$ cat src/gtm_pkg.sv
/*
 gtm_pkg: constants and carrier types for the gated 16-bit timer.
 assumes a single 125 MHz clock and plain-port software access.
*/
package gtm_pkg;
    localparam int GTM_SRC_COUNT = 4;
    localparam int GTM_SEL_W = 2;
    localparam logic [7:0] GTM_BYTE_RESET = 8'h00;
    localparam logic [15:0] GTM_COUNT_RESET = 16'h0000;
    localparam logic [15:0] GTM_COUNT_STEP = 16'h0001;
    localparam int GTM_CTRL_ATOMIC_POS = 0;
    localparam int GTM_GATE_ENABLE_POS = 0;
    localparam int GTM_GATE_POL_POS = 1;

    // one software access to the count bytes
    typedef struct packed {
        logic rd_low;
        logic rd_high;
        logic wr_low;
        logic wr_high;
        logic [7:0] wdata;
    } gtm_access_t;

    // gate configuration
    typedef struct packed {
        logic gate_mode_enable;
        logic gate_polarity;
        logic [GTM_SEL_W-1:0] gate_select;
    } gtm_gate_cfg_t;

    typedef enum logic [1:0] {
        GTM_IDLE = 2'b00,
        GTM_COUNT = 2'b01,
        GTM_HOLD = 2'b10
    } gtm_state_t;
endpackage

$ cat src/gtm_timer.sv
/*
 gtm_timer: 16-bit counter with atomic byte access and a gated enable.
 assumes the gate sources and timer clock source arrive asynchronously;
 software strobes are synchronous one-cycle pulses on clock.
*/
`timescale 1ns/1ps
`default_nettype none
// Summary of operation
// - atomic access mode turns on with the control bit
// - in atomic mode the high byte is reached only via buffer
// - low byte read in atomic mode copies live high byte into the buffer
// - high byte read in atomic mode returns the buffer
// - low byte write in atomic mode loads buffer into high byte at once
// - low byte write clears prescaler; high byte write does not
// - without atomic mode both bytes are accessed directly
// - counter runs freely or is gated when gate mode is on
// - polarity bit picks active gate level
// - count on clock source rising edge while gate is active
// - gate signal chosen from several sources
module gtm_timer (
    input wire logic clock,
    input wire logic rst,
    input wire logic clk_en,
    input wire logic atomic_access_enable,
    input wire gtm_pkg::gtm_gate_cfg_t gate_cfg,
    input wire logic [gtm_pkg::GTM_SRC_COUNT-1:0] gate_sources,
    input wire logic timer_clock_source,
    input wire gtm_pkg::gtm_access_t access,
    output logic [7:0] rdata,
    output logic rdata_valid,
    output logic [15:0] count,
    output logic prescaler_clear,
    output logic gate_signal,
    output logic counting
);
    import gtm_pkg::*;

    logic [GTM_SRC_COUNT-1:0] src_meta;
    logic [GTM_SRC_COUNT-1:0] src_sync;
    logic tclk_meta;
    logic tclk_sync;
    logic tclk_prev;
    logic [7:0] count_low_byte;
    logic [7:0] count_high_byte;
    logic [7:0] high_buffer;
    logic gate_active;
    logic tick;
    logic run;
    gtm_state_t state;

    // pick the selected gate source
    function automatic logic gate_pick(
        input logic [GTM_SRC_COUNT-1:0] src,
        input logic [GTM_SEL_W-1:0] sel
    );
        gate_pick = src[sel];
    endfunction

    // two-flop synchronisers for pin inputs
    genvar g;
    generate
        for (g = 0; g < GTM_SRC_COUNT; g++) begin : g_sync
            always_ff @(posedge clock) begin
                if (rst) begin
                    src_meta[g] <= 1'b0;
                    src_sync[g] <= 1'b0;
                end else if (clk_en) begin
                    src_meta[g] <= gate_sources[g];
                    src_sync[g] <= src_meta[g];
                end
            end
        end
    endgenerate

    always_ff @(posedge clock) begin
        if (rst) begin
            tclk_meta <= 1'b0;
            tclk_sync <= 1'b0;
            tclk_prev <= 1'b0;
        end else if (clk_en) begin
            tclk_meta <= timer_clock_source;
            tclk_sync <= tclk_meta;
            tclk_prev <= tclk_sync;
        end
    end

    always_comb begin
        gate_active = gate_pick(src_sync, gate_cfg.gate_select);
        tick = tclk_sync & ~tclk_prev;
        run = ~gate_cfg.gate_mode_enable |
              (gate_active == gate_cfg.gate_polarity);
    end

    // counter and high-byte buffer
    always_ff @(posedge clock) begin
        if (rst) begin
            count_low_byte <= GTM_BYTE_RESET;
            count_high_byte <= GTM_BYTE_RESET;
            high_buffer <= GTM_BYTE_RESET;
        end else if (clk_en) begin
            if (access.wr_low) begin
                count_low_byte <= access.wdata;
                if (atomic_access_enable) begin
                    count_high_byte <= high_buffer;
                end
            end else if (access.wr_high && !atomic_access_enable) begin
                count_high_byte <= access.wdata;
            end else if (tick && run) begin
                {count_high_byte, count_low_byte} <=
                    {count_high_byte, count_low_byte} + GTM_COUNT_STEP;
            end
            if (access.wr_high && atomic_access_enable) begin
                high_buffer <= access.wdata;
            end else if (access.rd_low && atomic_access_enable) begin
                high_buffer <= count_high_byte;
            end
        end
    end

    // read data
    always_ff @(posedge clock) begin
        if (rst) begin
            rdata <= GTM_BYTE_RESET;
            rdata_valid <= 1'b0;
        end else if (clk_en) begin
            rdata_valid <= access.rd_low | access.rd_high;
            if (access.rd_low) begin
                rdata <= count_low_byte;
            end else if (access.rd_high) begin
                rdata <= atomic_access_enable ? high_buffer
                                              : count_high_byte;
            end
        end
    end

    // status outputs
    always_ff @(posedge clock) begin
        if (rst) begin
            prescaler_clear <= 1'b0;
            gate_signal <= 1'b0;
            counting <= 1'b0;
            count <= GTM_COUNT_RESET;
        end else if (clk_en) begin
            prescaler_clear <= access.wr_low;
            gate_signal <= gate_active;
            counting <= (state == GTM_COUNT);
            count <= {count_high_byte, count_low_byte};
        end
    end

    always_ff @(posedge clock) begin
        if (rst) begin
            state <= GTM_IDLE;
        end else if (clk_en) begin
            case (state)
                GTM_IDLE: state <= run ? GTM_COUNT : GTM_HOLD;
                GTM_COUNT: state <= run ? GTM_COUNT : GTM_HOLD;
                GTM_HOLD: state <= run ? GTM_COUNT : GTM_HOLD;
                default: state <= GTM_IDLE;
            endcase
        end
    end
endmodule
`default_nettype wire

$ cat config.mk
export PLATFORM = sky130hd
export DESIGN_NAME = gtm_timer
export DESIGN_NICKNAME = d
export VERILOG_FILES = /design/src/gtm_pkg.sv /design/src/gtm_timer.sv
export SDC_FILE = /design/constraint.sdc
export NUM_CORES = 1
export LEC_CHECK = 0
export ABC_AREA = 1
export BUFFER_PORTS_ARGS = -buffer_cell sky130_fd_sc_hd__buf_2
export CAP_MARGIN = 20
export CORE_AREA = 2 2 80 82
export CTS_CLUSTER_SIZE = 24
export DETAILED_ROUTE_END_ITERATION = 16
export DIE_AREA = 0 0 82 84
export GPL_TIMING_DRIVEN = 0
export PLACE_DENSITY = 0.79
export SYNTH_ARGS = -nofsm -noshare
export SYNTH_HDL_FRONTEND = slang
export SYNTH_SLANG_ARGS = --single-unit
$ cat constraint.sdc
create_clock -name clock -period 2.2 [get_ports clock]
set_clock_uncertainty 0.15 [all_clocks]
set_input_delay 0.11 -clock clock [delete_from_list [all_inputs] [get_ports clock]]
set_output_delay 0.11 -clock clock [all_outputs]
set_load 0.01 [all_outputs]
==> summary.md, run 1 <==
| Metric | Value |
|---|---|
| Outcome | finished clean |
| Setup Viol. Count Final | 0 |
| Average size of a mapped cell | 6.69 µm² |
| Endpoints failing hold | 0 |
| Vias per cell | 5.40 |
| Vias in the first global route | 3,213 |
| Tot GR Track Use | 0.276 |
| Top cell type's share of synthesized area | 0.408 |
| Initial antenna violation count | 0 |
| Clock transition at path regs | 0.07 ns |
| Number of top-level pins | 53 |
| Initial DRC count | 366 |
| IO buf count | 50 |
| Layout cells sized above 1 | 0.172 |
| CTS tree | built |
| R2R cell count | 11 |
| Post-synth net total | 503 |
| Post-route ant nets | 0 |
| HP Class | primary input to register |
| Placed insts | 604 |
| Overflow after GRT | 0 |
| Site Rows | 29 |
| Cells after synthesis | 477 |
| Gpl congestion | 0.968 |
| Drt first pass iters | 4 |
| Slew @ Worst Pin | 0.538 ns |
| Netlist cell types | 28 |
| Finished Layout Cells | 642 |
| Post-synthesis sequential area ratio | 0.408 |
| Fmax | 0.504 GHz |
| Number of H-tree levels | 3 |
| TritonCTS Buffers | 9 |
| Core ar. | 0.00610 mm² |
| Root buffer cell | clkbuf_8 |
| Crit Path Max Fanout | 10 |
| Crit path DAT | 2.07 ns |
| Fin Setup TNS | 0 ns |
| Worst-Skew Late Latency | 0.35 ns |
| Async SR Flop Fraction | 0 |
| Top-count cell post-synth | nand2_1 |
| Minimum clock period | 1.98 ns |
| Post-DP HPWL | 6.48 mm |
| Setup CP Type | primary input to register |
| WP data required | 2.29 ns |
| Yosys reg bits | 65 |
| Die W | 82 µm |
| Sink Count | 65 |
| Max Buffers Root-to-Sink | 2 |
| Final max-slew violation count | 0 |
| Synthesis Warnings | 0 |
| Synthesized area | 0.00319 mm² |
| Power per cell area | 716 mW/mm² |
| Crit share post-route | 0.902 |
| Ant diodes | 0 |
| VDD IR max | 462 µV |
| # Max-Cap Violations | 0 |
| Final #Nets | 587 |
| Commonest cells post-synth | nand2_1 (103), nor2_1 (71), dfxtp_1 (65) |
| Initial Utilization | 0.523 |
| Fillers | 555 |
| Global-route wire length before repair | 14.6 mm |
| Vias post-DR | 3,466 |
| Leading area contributor after synthesis | dfxtp_1 |
| Main synth FF type | dfxtp_1 |
| CP Launch Type | primary input |
| Largest net degree at the start of global routing | 12 |
| Area grow syn2layout | 24.5% |
| # DRC | 0 |
| Die area | 0.00689 mm² |
| Smallest hold slack | 0.00522 ns |
| CP endpoint kind | register |
| Pleak | 0.00178 µW |
| Max transition margin | 0.641 |
| Post-synth EDFFs | 0 |
| RSZ-0062 raised after global routing | no |
| Worst hold path depth | 3 |
| Final WL | 8.93 mm |
| Ranking of synthesized cells by area | dfxtp_1 (41%), nand2_1 (12%), o21ai_0 (10%) |
| Die Y | 84 µm |
| Post-DR wirelength/cell | 13.9 µm |
[report_power, final]
part	internal, µW	switching (µW)	leakage [µW]
Clock	578	474	0.0000937
Combinational	180	294	0.00115
Sequential	1260	60.9	0.000536
[placed cells by master, fill, tap and decap left out, types with 2 or more instances in the layout]
| master | count |
|---|---|
| clkbuf_8 | 11 |
| inv_2 | 9 |
| nand4_1 | 6 |
| o21ai_1 | 10 |
| inv_1 | 25 |
| a21oi_1 | 54 |
| clkbuf_1 | 17 |
| xnor2_1 | 3 |
| o21ai_0 | 64 |
| nor2_2 | 3 |
| or2_1 | 5 |
| nand3_1 | 19 |
| nor2_4 | 3 |
| nor2_1 | 71 |
| nand2_1 | 103 |
| dfxtp_1 | 65 |
| clkinvlp_4 | 3 |
| buf_4 | 2 |
| nand2_2 | 3 |
| buf_2 | 55 |
| dlygate4sd3_1 | 22 |
[final timing paths]
| check | startpoint | end | slack [ns] |
|---|---|---|---|
| max | access[11] | high_buffer[1] | 0.22 |
| min | access[10] | rdata_valid | 0.005 |
| max reg2reg | count_low_byte[0] | count_high_byte[4] | 0.30 |
| min reg2reg | counting | counting | 0.32 |
[cell type report]
cell class,count,area [µm²],share of cell area
Inverter,34,128,0.0321
Tap cell,77,96.3,0.0243
Clock inverter,4,52.6,0.0132
Buffer,23,96.3,0.0243
Clock buffer,11,151,0.0381
Sequential cell,65,1300,0.328
Multi-Input combinational cell,355,1670,0.420
Timing Repair Buffer,73,478,0.120
[worst max-delay path, cell delays in order]
cell           delay (ns)
dlygate4sd3_1        0.52
buf_2                0.15
inv_2                0.07
a211oi_2             0.23
inv_2                0.10
buf_2                0.20
nand2_1              0.08
a21oi_1              0.06
dlygate4sd3_1        0.55
[repair_timing]
item / CTS / global route
hold endpoints to repair: 24 / 0
hold buffers: 23 / 0
setup buffers: 0 / 1
endpoints found under the setup margin: 0 / 1
gates resized for setup: 0 / 1
[flip-flops by register name, indices dropped and copies added (netlist names), 2 cells and up]
signal / cells
count: 16
count_high_byte: 8
count_low_byte: 8
high_buffer: 8
rdata: 8
src_meta: 4
src_sync: 4
state: 2
[through the flow]
stage               cell area, µm²  setup WS, ns  power, µW   util
floorplan                     3190         0.613       1620      -
global placement              3540         0.353       1760  0.580
detailed placement            3540         0.329       1780  0.580
CTS                           3970        0.0433       2850  0.651
global route                  3970         0.128       2980  0.652
finish                        3970         0.216       2850  0.652
[routing by layer]
layer	up-vias	part of all wire	GRT usage
li1	1733	-	-
met2	121	0.46	0.423
met4	0	0.039	0.159
met3	34	0.056	0.0736
met5	-	0	0
met1	1578	0.44	0.343
[cell families after synthesis]
family	after synthesis	synth area share
XOR/XNOR	4	0.0110
AO/OA/AOI/OAI	134	0.219
flip-flops	65	0.408
buffers and inverters	57	0.0702
AND/OR/NAND/NOR	216	0.288
adder cells (fa/ha/maj)	1	0.00392
No activity file was read; power rests on OpenSTA's default activity.
==> run 2, diff against run 1 <==
Settings changed: GPL_TIMING_DRIVEN 0 to not set.
==> run 2 against run 1 <==
Effect of this change:
- the flow now finishes with violations (negative hold slack)
- routed wire length down 3.6%
- worst hold slack worse by 0.023 ns
- cell area down 3.4%
- via count down 2.2%
- fmax increased by 12%
- non-clock buffer count decreased by 23
- largest power group unchanged
- highest routed layer unchanged
==> summary.md, run 2 (synthesized netlist as in run 1, its figures left out) <==
| Metric | Value |
|---|---|
| Number of top-level pins | 53 |
| Overflow after GRT | 0 |
| Max Buffers Root-to-Sink | 2 |
| Max reg flops | 16 |
| IO buf count | 52 |
| Family with the most delay on the worst path | simple AND/OR/NAND/NOR gates |
| Ant diodes | 0 |
| Outcome | finished with violations |
| Failing checks | negative hold slack |
| Slew @ Worst Pin | 0.471 ns |
| Die area | 0.00689 mm² |
| Fmax | 0.563 GHz |
| Finished Layout Cells | 620 |
| Initial Utilization | 0.523 |
| Reg area | 0.00130 mm² |
| CP Launch Type | register |
| Setup Viol. Count Final | 0 |
| CTS tree | built |
| Die Y | 84 µm |
| Vias post-DR | 3,389 |
| Commonest cells after routing, fill and taps aside | nand2_1 (103), nor2_1 (71), dfxtp_1 (65) |
| Number of H-tree levels | 3 |
| Final #Nets | 564 |
| Initial antenna violation count | 0 |
| # DRC | 0 |
| Site Rows | 29 |
| Sink Count | 65 |
| Most common cell after layout, fill and taps aside | nand2_1 |
| # Max-Cap Violations | 0 |
| Layout cells sized above 1 | 0.173 |
| Crit path DAT | 1.91 ns |
| Vias per cell | 5.47 |
| CP most frequent cell | nand2_1 |
| Area of the multi-input gates | 0.00167 mm² |
| Endpoints failing hold | 1 |
| Placed insts | 587 |
| Fillers | 583 |
| Max incr delay on CP | 0.44 ns |
| Fin Setup TNS | 0 ns |
| Worst-Skew Late Latency | 0.35 ns |
| Worst hold path depth | 4 |
| Max transition margin | 0.683 |
| CP endpoint kind | register |
| Area grow syn2layout | 20.3% |
| Post-DR wirelength/cell | 13.9 µm |
| Post-route ant nets | 0 |
| Smallest hold slack | -0.0179 ns |
| Initial DRC count | 341 |
| Largest net degree at the start of global routing | 43 |
| Final max-slew violation count | 0 |
| Minimum clock period | 1.78 ns |
| Top reg by flops | count |
| VDD IR max | 540 µV |
| Clock transition at path regs | 0.08 ns |
| Core ar. | 0.00610 mm² |
| Post-CTS Resized | 0 |
| Power per cell area | 719 mW/mm² |
| HP Class | primary input to register |
| Crit Path Max Fanout | 8 |
| Setup CP Type | register to register |
| RSZ-0062 raised after global routing | no |
| Vias in the first global route | 2,955 |
| Final WL | 8.61 mm |
| Pleak | 0.00173 µW |
| Number of gates on the worst path with buffers counted | 11 |
| Crit path cell chain | ha_1 > nand3_1 > nor2_4 > nand2_2 > o21ai_1 > nand3_1 > nand2_1 > nand2_1 > nand2_1 > nand2_1 > nor2_2 |
| Tot GR Track Use | 0.261 |
| R2R cell count | 11 |
| Crit path buf inv count | 0 |
| Die W | 82 µm |
| Post-DP HPWL | 5.93 mm |
| Drt first pass iters | 5 |
| Gpl congestion | 0.969 |
| TritonCTS Buffers | 9 |
| Root buffer cell | clkbuf_8 |
| Crit share post-route | 0.808 |
| WP data required | 2.33 ns |
| CP max stage cell | dfxtp_1 |
| Global-route wire length before repair | 14.0 mm |
run 2: changes by cell type in the layout (fill, tap and decap cells not counted):
| cell | previous run | this run |
|---|---|---|
| clkbuf_1 | 17 | 2 |
| dlygate4sd3_1 | 22 | 17 |
| buf_2 | 55 | 52 |
| buf_4 | 2 | 4 |
| clkbuf_8 | 11 | 9 |
| clkinv_2 | 0 | 2 |
| clkinvlp_4 | 3 | 1 |
| a21oi_1 | 54 | 55 |
| a21oi_2 | 1 | 0 |
| clkinv_4 | 0 | 1 |
run 2: repair_timing:
item / CTS / global route
hold buffers: 18 / 0
hold endpoints to repair: 18 / 0
endpoints found under the setup margin: 0 / 1
buffers inserted: 0 / 0
run 2: final cells by class:
| type | instances | area share |
|---|---|---|
| Multi-Input combinational cell | 355 | 0.434 |
| Tap cell | 77 | 0.0251 |
| Clock inverter | 5 | 0.0147 |
| Timing Repair Buffer | 73 | 0.120 |
| Inverter | 34 | 0.0332 |
| Clock buffer | 11 | 0.0342 |
| Sequential cell | 65 | 0.339 |
run 2: routing by layer:
layer  global-route usage  vias up  part of all wire
met3               0.0465       27             0.056
met1                0.353     1553              0.44
met5                    0        -                 0
met2                0.401      125              0.47
li1                     -     1684                 -
met4                0.120        0             0.030
run 2: worst paths after layout:
path / from / end / slack [ns]
setup / recovery: count_low_byte[0] / count_high_byte[4] / 0.42
setup reg to reg: count_low_byte[0] / count_high_byte[4] / 0.42
hold reg to reg: high_buffer[6] / high_buffer[6] / 0.32
hold / removal: clk_en / state[1] / -0.02
run 2: report_power, final:
part	total, µW	switching (µW)	internal [µW]
clock network	986	464	522
logic	449	281	168
registers	1320	64.4	1260
total	2760	810	1950
run 2: metrics by stage:
step	area [µm²]	setup slack (ns)	util	hold WS, ns	power (µW)
6_report	3840	0.423	0.630	-0.0179	2760
5_1_grt	3840	0.227	0.630	0.00918	2890
4_1_cts	3850	0.0366	0.631	0.0363	2760
3_5_place_dp	3480	0.426	0.571	0.190	1770
3_3_place_gp	3480	0.525	0.571	0.182	1750
2_1_floorplan	3190	0.613	-	0.0949	1620
run 2: tightest hold or removal path: stages:
cell and delay, ns:
buf_2 0.09, inv_2 0.09, nand2_1 0.07, a21oi_1 0.07
